### src/verilog/rpd_pkg.sv
// rotor position detector: register map, field layout, codes
// assumes an 8-bit byte-addressed register port and a single clock
`default_nettype none
package rpd_pkg;

  // ==========================================================
  // bus and register map
  localparam int          RPD_AW          = 13;
  localparam int          RPD_DW          = 8;
  localparam logic [12:0] RPD_OFS_CTRL    = 13'h1FA0;
  localparam logic [12:0] RPD_OFS_CFG     = 13'h1FA1;
  localparam logic [12:0] RPD_OFS_STAT    = 13'h1FA2;
  localparam logic [12:0] RPD_OFS_EXPECT  = 13'h1FA3;
  localparam logic [7:0]  RPD_CFG_RESET   = 8'h00;
  localparam logic [7:0]  RPD_UNMAPPED    = 8'h00;

  // ==========================================================
  // sampling_control bits
  localparam int RPD_B_SW_STOP    = 7;
  localparam int RPD_B_SW_START   = 6;
  localparam int RPD_B_TC_STOP    = 5;
  localparam int RPD_B_TB_START   = 4;
  localparam int RPD_B_INPUT_CNT  = 3;
  localparam int RPD_B_RECOUNT    = 2;
  localparam int RPD_B_DETECT_MD  = 1;

  // ==========================================================
  // sampling_config fields
  localparam int RPD_F_CLK_HI  = 7;
  localparam int RPD_F_CLK_LO  = 6;
  localparam int RPD_F_COND_HI = 5;
  localparam int RPD_F_COND_LO = 4;
  localparam int RPD_F_CNT_HI  = 3;
  localparam int RPD_F_CNT_LO  = 0;

  // ==========================================================
  // detection_status fields
  localparam int RPD_F_PHASE_HI = 5;
  localparam int RPD_F_PHASE_LO = 4;
  localparam int RPD_B_ACTIVE   = 3;
  localparam int RPD_F_SNAP_HI  = 2;
  localparam int RPD_F_SNAP_LO  = 0;

  // ==========================================================
  // codes
  localparam logic [1:0] RPD_CLK_DIV4    = 2'b00;
  localparam logic [1:0] RPD_CLK_DIV8    = 2'b01;
  localparam logic [1:0] RPD_CLK_DIV16   = 2'b10;
  localparam logic [1:0] RPD_CLK_DIV32   = 2'b11;
  localparam logic [1:0] RPD_COND_PWM_ON = 2'b00;
  localparam logic [1:0] RPD_COND_ALWAYS = 2'b01;
  localparam logic [1:0] RPD_COND_LOWER  = 2'b10;
  localparam logic [1:0] RPD_PHASE_OFF   = 2'b01;
  localparam logic [2:0] RPD_MASK_ONE    = 3'h1;
  localparam logic [2:0] RPD_MASK_THREE  = 3'h7;
  localparam logic [3:0] RPD_CNT_ONE     = 4'h1;
  localparam logic [4:0] RPD_DIV4_MASK   = 5'h03;
  localparam logic [4:0] RPD_DIV8_MASK   = 5'h07;
  localparam logic [4:0] RPD_DIV16_MASK  = 5'h0F;
  localparam logic [4:0] RPD_DIV32_MASK  = 5'h1F;

  typedef enum logic {RPD_IDLE, RPD_SAMPLING} rpd_state_t;

endpackage : rpd_pkg
`default_nettype wire

### src/verilog/rpd_sample_tick.sv
// sampling tick generator: one-cycle pulse every 4, 8, 16 or 32 clocks
// assumes the select comes from a register on the same clock
`timescale 1ns/1ps
`default_nettype none
module rpd_sample_tick
  import rpd_pkg::*;
(
  // clock and reset
  input  wire logic       clk,
  input  wire logic       nrst,
  // control
  input  wire logic [1:0] clk_sel,
  // tick
  output var  logic       tick
);

  // ==========================================================
  // divider
  logic [4:0] div_r;
  logic [4:0] div_nxt;
  logic       tick_r;
  logic       tick_nxt;
  logic [4:0] mask;

  always_comb begin
    case (clk_sel)
      RPD_CLK_DIV4:  mask = RPD_DIV4_MASK;
      RPD_CLK_DIV8:  mask = RPD_DIV8_MASK;
      RPD_CLK_DIV16: mask = RPD_DIV16_MASK;
      default:       mask = RPD_DIV32_MASK;
    endcase
    div_nxt  = div_r + 5'h01;
    tick_nxt = ((div_r & mask) == mask);
  end

  always_ff @(posedge clk or negedge nrst) begin
    if (!nrst) begin
      div_r  <= 5'h00;
      tick_r <= 1'b0;
    end else begin
      div_r  <= div_nxt;
      tick_r <= tick_nxt;
    end
  end

  assign tick = tick_r;

endmodule // rpd_sample_tick
`default_nettype wire

### src/verilog/rpd_detector.sv
// rotor position detector: sampling, match counting, detection pulse
// assumes pwm and timer signals come from logic on clk; position pins are asynchronous
//
// Notes on behaviour
// - status bits 5:4 hold pwm phase at last detection; 01 means pwm off
// - status bits 2:0 hold w, v, u levels when sampling last started, in either detect mode
// - config bits 7:6 pick sample period; 00 is clk/4, 10 is clk/16
// - config bits 5:4 pick condition: pwm on, always, lower phases; 11 reserved
// - config bits 3:0 set consecutive samples 1..15; 0 and 1 mean one
// - control bit 7 written 1 stops sampling; 0 does nothing; write only
// - control bit 6 written 1 starts sampling unless bit 7 is also written 1; 0 does nothing; write only
// - control bit 3 set compares only the u input, ignoring v and w
// - control bit 2 set restarts counting each pwm on period
// - after enough consecutive hits emit detection pulse and interrupt
// - codes 01 and 11 select clk/8 and clk/32
// - with recount in pwm-on sampling, count clears when pwm turns off
// - unmatch mode hits when inputs differ from the start snapshot
`timescale 1ns/1ps
`default_nettype none
module rpd_detector
  import rpd_pkg::*;
(
  // clock and reset
  input  wire logic                      clk,
  input  wire logic                      nrst,
  // register port
  input  wire logic [rpd_pkg::RPD_AW-1:0] addr,
  input  wire logic [rpd_pkg::RPD_DW-1:0] wr_data,
  input  wire logic                      wr_en,
  input  wire logic                      rd_en,
  output var  logic [rpd_pkg::RPD_DW-1:0] rd_data,
  // position pins
  input  wire logic                      pos_input_u,
  input  wire logic                      pos_input_v,
  input  wire logic                      pos_input_w,
  // pwm and timer unit
  input  wire logic                      pwm_on,
  input  wire logic                      lower_conducting,
  input  wire logic [1:0]                pwm_phase,
  input  wire logic                      timer_b_trig,
  input  wire logic                      timer_c_trig,
  // detection
  output var  logic                      pos_detect_pulse,
  output var  logic                      position_detect_irq,
  output var  logic                      sampling_active_flag
);

  // ==========================================================
  // pin synchronisers
  logic [2:0] pin_meta_r;
  logic [2:0] pin_sync_r;

  always_ff @(posedge clk or negedge nrst) begin
    if (!nrst) begin
      pin_meta_r <= 3'h0;
      pin_sync_r <= 3'h0;
    end else begin
      pin_meta_r <= {pos_input_w, pos_input_v, pos_input_u};
      pin_sync_r <= pin_meta_r;
    end
  end

  // ==========================================================
  // sampling tick
  logic       tick;
  logic [1:0] sample_clock_sel;

  rpd_sample_tick u_tick (
    .clk     (clk),
    .nrst    (nrst),
    .clk_sel (sample_clock_sel),
    .tick    (tick)
  );

  // ==========================================================
  // registers
  logic [1:0] sample_clock_sel_r, sample_clock_sel_nxt;
  logic [1:0] sample_condition_sel_r, sample_condition_sel_nxt;
  logic [3:0] match_count_target_r, match_count_target_nxt;
  logic       timer_c_stop_en_r, timer_c_stop_en_nxt;
  logic       timer_b_start_en_r, timer_b_start_en_nxt;
  logic       input_count_sel_r, input_count_sel_nxt;
  logic       recount_on_pwm_en_r, recount_on_pwm_en_nxt;
  logic       detect_mode_sel_r, detect_mode_sel_nxt;
  logic [2:0] expected_r, expected_nxt;
  logic [7:0] rd_data_r, rd_data_nxt;
  logic       ctrl_wr;

  assign sample_clock_sel = sample_clock_sel_r;
  assign ctrl_wr          = wr_en && (addr == RPD_OFS_CTRL);

  // ==========================================================
  // detection state
  rpd_state_t state_r, state_nxt;
  logic [3:0] run_cnt_r, run_cnt_nxt;
  logic [2:0] start_input_snapshot_r, start_input_snapshot_nxt;
  logic [1:0] pwm_phase_at_detect_r, pwm_phase_at_detect_nxt;
  logic       pwm_on_d_r, pwm_on_d_nxt;
  logic       detect_r, detect_nxt;
  logic       irq_r, irq_nxt;

  // compare the selected inputs against a reference
  function automatic logic inputs_equal(input logic [2:0] a, input logic [2:0] b,
                                        input logic one_pin);
    logic [2:0] m;
    m = one_pin ? RPD_MASK_ONE : RPD_MASK_THREE;
    return ((a ^ b) & m) == 3'h0;
  endfunction

  // ==========================================================
  // register next values
  always_comb begin
    sample_clock_sel_nxt     = sample_clock_sel_r;
    sample_condition_sel_nxt = sample_condition_sel_r;
    match_count_target_nxt   = match_count_target_r;
    timer_c_stop_en_nxt      = timer_c_stop_en_r;
    timer_b_start_en_nxt     = timer_b_start_en_r;
    input_count_sel_nxt      = input_count_sel_r;
    recount_on_pwm_en_nxt    = recount_on_pwm_en_r;
    detect_mode_sel_nxt      = detect_mode_sel_r;
    expected_nxt             = expected_r;
    rd_data_nxt              = RPD_UNMAPPED;
    if (wr_en) begin
      case (addr)
        RPD_OFS_CTRL: begin
          timer_c_stop_en_nxt   = wr_data[RPD_B_TC_STOP];
          timer_b_start_en_nxt  = wr_data[RPD_B_TB_START];
          input_count_sel_nxt   = wr_data[RPD_B_INPUT_CNT];
          recount_on_pwm_en_nxt = wr_data[RPD_B_RECOUNT];
          detect_mode_sel_nxt   = wr_data[RPD_B_DETECT_MD];
        end
        RPD_OFS_CFG: begin
          sample_clock_sel_nxt     = wr_data[RPD_F_CLK_HI:RPD_F_CLK_LO];
          sample_condition_sel_nxt = wr_data[RPD_F_COND_HI:RPD_F_COND_LO];
          match_count_target_nxt   = wr_data[RPD_F_CNT_HI:RPD_F_CNT_LO];
        end
        RPD_OFS_EXPECT: begin
          expected_nxt = wr_data[RPD_F_SNAP_HI:RPD_F_SNAP_LO];
        end
        default: begin
        end
      endcase
    end
    if (rd_en) begin
      case (addr)
        // stop and start bits read as zero
        RPD_OFS_CTRL: begin
          rd_data_nxt[RPD_B_TC_STOP]   = timer_c_stop_en_r;
          rd_data_nxt[RPD_B_TB_START]  = timer_b_start_en_r;
          rd_data_nxt[RPD_B_INPUT_CNT] = input_count_sel_r;
          rd_data_nxt[RPD_B_RECOUNT]   = recount_on_pwm_en_r;
          rd_data_nxt[RPD_B_DETECT_MD] = detect_mode_sel_r;
        end
        RPD_OFS_CFG: begin
          rd_data_nxt = {sample_clock_sel_r, sample_condition_sel_r, match_count_target_r};
        end
        RPD_OFS_STAT: begin
          rd_data_nxt[RPD_F_PHASE_HI:RPD_F_PHASE_LO] = pwm_phase_at_detect_r;
          rd_data_nxt[RPD_B_ACTIVE]                  = (state_r == RPD_SAMPLING);
          rd_data_nxt[RPD_F_SNAP_HI:RPD_F_SNAP_LO]   = start_input_snapshot_r;
        end
        RPD_OFS_EXPECT: begin
          rd_data_nxt[RPD_F_SNAP_HI:RPD_F_SNAP_LO] = expected_r;
        end
        default: begin
          rd_data_nxt = RPD_UNMAPPED;
        end
      endcase
    end
  end

  always_ff @(posedge clk or negedge nrst) begin
    if (!nrst) begin
      sample_clock_sel_r     <= RPD_CFG_RESET[RPD_F_CLK_HI:RPD_F_CLK_LO];
      sample_condition_sel_r <= RPD_CFG_RESET[RPD_F_COND_HI:RPD_F_COND_LO];
      match_count_target_r   <= RPD_CFG_RESET[RPD_F_CNT_HI:RPD_F_CNT_LO];
      timer_c_stop_en_r      <= 1'b0;
      timer_b_start_en_r     <= 1'b0;
      input_count_sel_r      <= 1'b0;
      recount_on_pwm_en_r    <= 1'b0;
      detect_mode_sel_r      <= 1'b0;
      expected_r             <= 3'h0;
      rd_data_r              <= RPD_UNMAPPED;
    end else begin
      sample_clock_sel_r     <= sample_clock_sel_nxt;
      sample_condition_sel_r <= sample_condition_sel_nxt;
      match_count_target_r   <= match_count_target_nxt;
      timer_c_stop_en_r      <= timer_c_stop_en_nxt;
      timer_b_start_en_r     <= timer_b_start_en_nxt;
      input_count_sel_r      <= input_count_sel_nxt;
      recount_on_pwm_en_r    <= recount_on_pwm_en_nxt;
      detect_mode_sel_r      <= detect_mode_sel_nxt;
      expected_r             <= expected_nxt;
      rd_data_r              <= rd_data_nxt;
    end
  end

  // ==========================================================
  // sampling and detection
  logic       start_ev;
  logic       stop_ev;
  logic       cond_ok;
  logic       sample;
  logic       hit;
  logic       pwm_fall;
  logic [3:0] target;
  logic [3:0] cnt_inc;

  always_comb begin
    start_ev = (ctrl_wr && wr_data[RPD_B_SW_START]) || (timer_b_start_en_r && timer_b_trig);
    stop_ev  = (ctrl_wr && wr_data[RPD_B_SW_STOP]) || (timer_c_stop_en_r && timer_c_trig);
    case (sample_condition_sel_r)
      RPD_COND_PWM_ON: cond_ok = pwm_on;
      RPD_COND_ALWAYS: cond_ok = 1'b1;
      RPD_COND_LOWER:  cond_ok = lower_conducting;
      default:         cond_ok = 1'b0;
    endcase
    sample = tick && cond_ok && (state_r == RPD_SAMPLING);
    if (detect_mode_sel_r) begin
      hit = !inputs_equal(pin_sync_r, start_input_snapshot_r, input_count_sel_r);
    end else begin
      hit = inputs_equal(pin_sync_r, expected_r, input_count_sel_r);
    end
    target   = (match_count_target_r == 4'h0) ? RPD_CNT_ONE : match_count_target_r;
    cnt_inc  = run_cnt_r + RPD_CNT_ONE;
    pwm_fall = pwm_on_d_r && !pwm_on;

    state_nxt                = state_r;
    run_cnt_nxt              = run_cnt_r;
    start_input_snapshot_nxt = start_input_snapshot_r;
    pwm_phase_at_detect_nxt  = pwm_phase_at_detect_r;
    pwm_on_d_nxt             = pwm_on;
    detect_nxt               = 1'b0;
    irq_nxt                  = 1'b0;

    if (recount_on_pwm_en_r && (sample_condition_sel_r == RPD_COND_PWM_ON) && pwm_fall) begin
      run_cnt_nxt = 4'h0;
    end

    case (state_r)
      RPD_IDLE: begin
        if (start_ev && !stop_ev) begin
          state_nxt   = RPD_SAMPLING;
          run_cnt_nxt = 4'h0;
          start_input_snapshot_nxt = pin_sync_r;
        end
      end
      RPD_SAMPLING: begin
        if (sample) begin
          if (hit && (cnt_inc >= target)) begin
            detect_nxt  = 1'b1;
            irq_nxt     = 1'b1;
            run_cnt_nxt = 4'h0;
            pwm_phase_at_detect_nxt = pwm_phase;
            state_nxt = RPD_IDLE;
          end else if (hit) begin
            run_cnt_nxt = cnt_inc;
          end else begin
            run_cnt_nxt = 4'h0;
          end
        end
        if (stop_ev && !detect_nxt) begin
          state_nxt   = RPD_IDLE;
          run_cnt_nxt = 4'h0;
        end
      end
      default: begin
        state_nxt = RPD_IDLE;
      end
    endcase
  end

  always_ff @(posedge clk or negedge nrst) begin
    if (!nrst) begin
      state_r                <= RPD_IDLE;
      run_cnt_r              <= 4'h0;
      start_input_snapshot_r <= 3'h0;
      pwm_phase_at_detect_r  <= 2'h0;
      pwm_on_d_r             <= 1'b0;
      detect_r               <= 1'b0;
      irq_r                  <= 1'b0;
    end else begin
      state_r                <= state_nxt;
      run_cnt_r              <= run_cnt_nxt;
      start_input_snapshot_r <= start_input_snapshot_nxt;
      pwm_phase_at_detect_r  <= pwm_phase_at_detect_nxt;
      pwm_on_d_r             <= pwm_on_d_nxt;
      detect_r               <= detect_nxt;
      irq_r                  <= irq_nxt;
    end
  end

  // ==========================================================
  // outputs
  logic active_out_r;

  always_ff @(posedge clk or negedge nrst) begin
    if (!nrst) begin
      active_out_r <= 1'b0;
    end else begin
      active_out_r <= (state_nxt == RPD_SAMPLING);
    end
  end

  assign rd_data              = rd_data_r;
  assign pos_detect_pulse     = detect_r;
  assign position_detect_irq  = irq_r;
  assign sampling_active_flag = active_out_r;

endmodule // rpd_detector
`default_nettype wire

### config.mk
export PLATFORM = sky130hd
export DESIGN_NAME = rpd_detector
export DESIGN_NICKNAME = d
export VERILOG_FILES = /design/src/verilog/rpd_pkg.sv /design/src/verilog/rpd_sample_tick.sv /design/src/verilog/rpd_detector.sv
export SDC_FILE = /design/constraint.sdc
export NUM_CORES = 1
export LEC_CHECK = 0
export ABC_AREA = 1
export ABC_CLOCK_PERIOD_IN_PS = 1830
export CAP_MARGIN = 5
export CELL_PAD_IN_SITES_DETAIL_PLACEMENT = 1
export CELL_PAD_IN_SITES_GLOBAL_PLACEMENT = 2
export CORE_MARGIN = 3
export CORE_UTILIZATION = 33
export DETAILED_ROUTE_END_ITERATION = 8
export DONT_BUFFER_PORTS = 1
export GPL_TIMING_DRIVEN = 1
export PLACE_DENSITY_LB_ADDON = 0.1
export RECOVER_POWER = 25
export SYNTH_ARGS = -nofsm -noshare
export SYNTH_HDL_FRONTEND = slang
export SYNTH_SLANG_ARGS = --single-unit
### constraint.sdc
create_clock -name clk -period 1.83 [get_ports clk]
set_input_delay 0.2745 -clock clk [delete_from_list [all_inputs] [get_ports clk]]
set_output_delay 0.2745 -clock clk [all_outputs]
set_load 0.02 [all_outputs]
==> results.md <==
* Power per cell area at 664 nW/µm²
* Type of element capturing the critical path: register
* Share of power burned in combinational logic at 4.6%
* Netlist Area Pre-Place at 2570 µm²
* Fin crit share at 106%
* Final instance area at 3000 µm²
* Count of routing violations after the opening detailed-route iteration at 63
* Total net switching power at 482 µW
* Share of Yosys cell area claimed by the top area cell type at 46.7%
* Largest fanout of any net on the critical path at 5
* Synthesized Nets at 363
* Overflow after GRT at 0
* Wire per inst at 15.4 µm
* Setup repair after global routing missed its margin: true
* Core region area at 7410 µm²
* Final hold slack at 0.0650 ns
* TritonCTS sink count at 48
* Sort of element at the start of the critical path: register
* Chip height at 94.3 µm
* Row count at 31
* Switching power as a share of total power at 24.2%
* Total track usage at 17.1%
* Number of vias in the routed layout at 2113
* Remaining DRCs at 0
* Violations in the final reports: setup timing
* Share of the yosys chip area belonging to registers at 46.7%
* Average size of a mapped cell at 7.97 µm²
* Most instantiated cells after synthesis: 101 x nand2_1, 48 x dfrtp_1, 44 x inv_1
* Leading register cell type out of synthesis: dfrtp_1
* Maximum number of pins on one net before global-route repair at 49
* TritonRoute pass-1 iters at 4
* WS Path Type: reg2reg
* Global placer's final weighted congestion at 0.796
* Outcome: finished with violations
* Max Clock Freq at 0.515 GHz
* Smallest setup slack after layout at -0.110 ns
* Main area contributors after synthesis: dfrtp_1 47%, nand2_1 15%, inv_1 6.4%
* Clock tree from TritonCTS: done
* Final setup violation count at 7
* First-pass GRT wire length at 11700 µm
* Area growth, synth to finish at 16.5%
* Share of synthesized flip-flops with an asynchronous set or reset at 100%
* Arrival @ worst endpoint at 2.15 ns
* Initial antenna violation count at 0
* Count of different cell masters after synthesis at 32
* Post-detailed-placement half-perimeter wirelength at 5280 µm
* Via count of the first global-routing pass at 2308
* Required time of the critical path at 2.04 ns
* Die outline width at 94.3 µm
* Clock Tree Root: clkbuf_8
* Warnings, synthesis at 0
* Antenna viol nets, final at 0
* Final count of pins violating max slew at 0
* Post-route minimum period at 1.94 ns
* Register clock-pin slew on the reported worst setup and hold paths at 0.10 ns
* Number of max-cap violations at 0
* Cell count after synthesis at 323
* Die footprint at 8890 µm²
* Number of levels the H-tree was split into at 2
* Routed vias/inst at 4.77
* Maximum ir drop on the vdd rail at 247 µV
* Hold Violations, Final at 0
* Leak Pwr at 1.55 nW
* Number of antenna cells inserted at 0
* Relative contribution of the clock network to total power at 41.2%
* Placement-stage worst setup slack at -0.185 ns
* Number of enable flip-flop cells after synthesis at 0
* Effective utilization at floorplan at 34.7%
* Sequential fraction of design power at 54.2%
* Cell taking the most area after synthesis: dfrtp_1
* Buffers on Ports at 0
* Worst setup skew after layout at 0.0111 ns
* Total Wirelength at 6840 µm
* Standard cell area after detailed placement at 2710 µm²
* FILL cells at 914
* Int Pwr at 1.51 mW
* Number of buffers added by the clock tree synthesis step at 5
* Worst Max-Slew Pin Slew at 1.21 ns
* Clk Latency, worst-skew pair at 0.31 ns
* Share of cells above drive strength 1 at 19.5%
* Seq cells post-synth at 48
* Type of the most critical hold path: in2reg
* Number of I/O pins at 45
* Remaining max-slew budget at the tightest pin at 19.1%
* Leading cell type by number of instances after synthesis: nand2_1
* Net count reported at finish at 383
* Maximum buffer depth of the clock tree at 2
==> kinds of logic after synthesis <==
family                     synth area share, %
buffers and inverters                     8.31
adders and majority gates                 2.92
DFF                                       46.7
xor gates and xnor gates                  1.70
and+or+nand+nor                           33.6
AOI/OAI and AO/OA                         6.76
==> layer usage <==
layer / track usage (%) / wire length [µm] / vias up
li1: - / - / 1063
met1: 22.8 / 3210 / 1019
met2: 28.4 / 3340 / 24
met3: 3.53 / 223 / 7
met4: 4.33 / 74 / 0
met5: 0 / 0 / -
==> timing repair <==
item,in CTS,in global routing
resized for setup,11,9
setup endpoints to repair,8,8
hold endpoints to repair,52,0
setup buffers,3,3
hold buffers,6,0
pin swaps,14,9
==> worst paths after layout <==
check / slack, ns / endpoint / cells after the start / startpoint
max: -0.11 / run_cnt_r[0] / 14 / run_cnt_r[0]
min: 0.06 / pwm_phase_at_detect_r[1] / 2 / pwm_phase[1]
max reg2reg: -0.11 / run_cnt_r[0] / 14 / run_cnt_r[0]
min reg2reg: 0.36 / pin_sync_r[0] / 0 / pin_meta_r[0]
max in group asynchronous: 0.34 / sample_clock_sel[1] / 2 / nrst
min in group asynchronous: 0.72 / run_cnt_r[3] / 2 / nrst
==> layout make-up <==
type	count	area, µm²	area share (%)
multi-input combinational	222	1230	41.2
sequential	48	1200	40.1
inverter	49	185	6.18
timing repair buffer	17	138	4.59
tap	99	124	4.13
clock buffer	5	68.8	2.30
clock inverter	3	46.3	1.54
==> cell usage in the layout (no fill, tap or decap), drive strengths merged <==
cell	count
nor2	28
clkinv	1
o21ai	19
xnor2	2
inv	49
o22ai	2
bufinv	1
nor3b	1
xor2	3
clkbuf	6
nand3b	2
nand3	33
nand4	10
a31oi	1
clkinvlp	1
nand2	107
dfrtp	48
dlygate4sd3	5
a31o	1
a21oi	2
nor3	3
o211ai	2
buf	11
ha	6
==> flip-flops by register name (all words and copies together) (netlist names), 2 cells and up <==
signal                  count
rd_data                     8
start_input_snapshot_r      3
match_count_target_r        4
pin_meta_r                  3
sample_clock_sel            2
sample_condition_sel_r      2
pwm_phase_at_detect_r       2
expected_r                  3
run_cnt_r                   4
pin_sync_r                  3
u_tick.div_r                5
==> metrics by stage <==
| step | setup TNS (ns) | cells | power (mW) | util (%) |
|---|---|---|---|---|
| floorplan | 0 | 323 | 1.15 | - |
| global placement | -0.550 | 423 | 1.16 | 36.6 |
| detailed placement | -1.18 | 423 | 1.16 | 36.6 |
| CTS | -0.688 | 440 | 2.03 | 40.0 |
| global route | -1.67 | 443 | 2.08 | 40.5 |
| finish | -0.605 | 443 | 1.99 | 40.5 |
==> power by group through the flow <==
stage          clock [mW]  combinational, mW  sequential (mW)
2_1_floorplan           0             0.0495             1.10
3_3_place_gp            0             0.0620             1.10
3_5_place_dp            0             0.0615             1.10
4_1_cts             0.847              0.101             1.08
5_1_grt             0.888              0.108             1.08
6_report            0.821             0.0918             1.08
==> critical path, stage by stage (launching register included) <==
cell and delay (ns):
dfrtp_1 0.41, ha_2 0.20, xnor2_2 0.15, inv_1 0.06, ha_1 0.30, nand2_2 0.11
inv_2 0.04, nand2_2 0.07, nand3b_1 0.09, nand2_1 0.08, inv_2 0.04, nand2_4 0.10
nand2_4 0.08, nand2_2 0.06, nand2_1 0.05
Note: power is estimated with default switching activity, not from simulation.
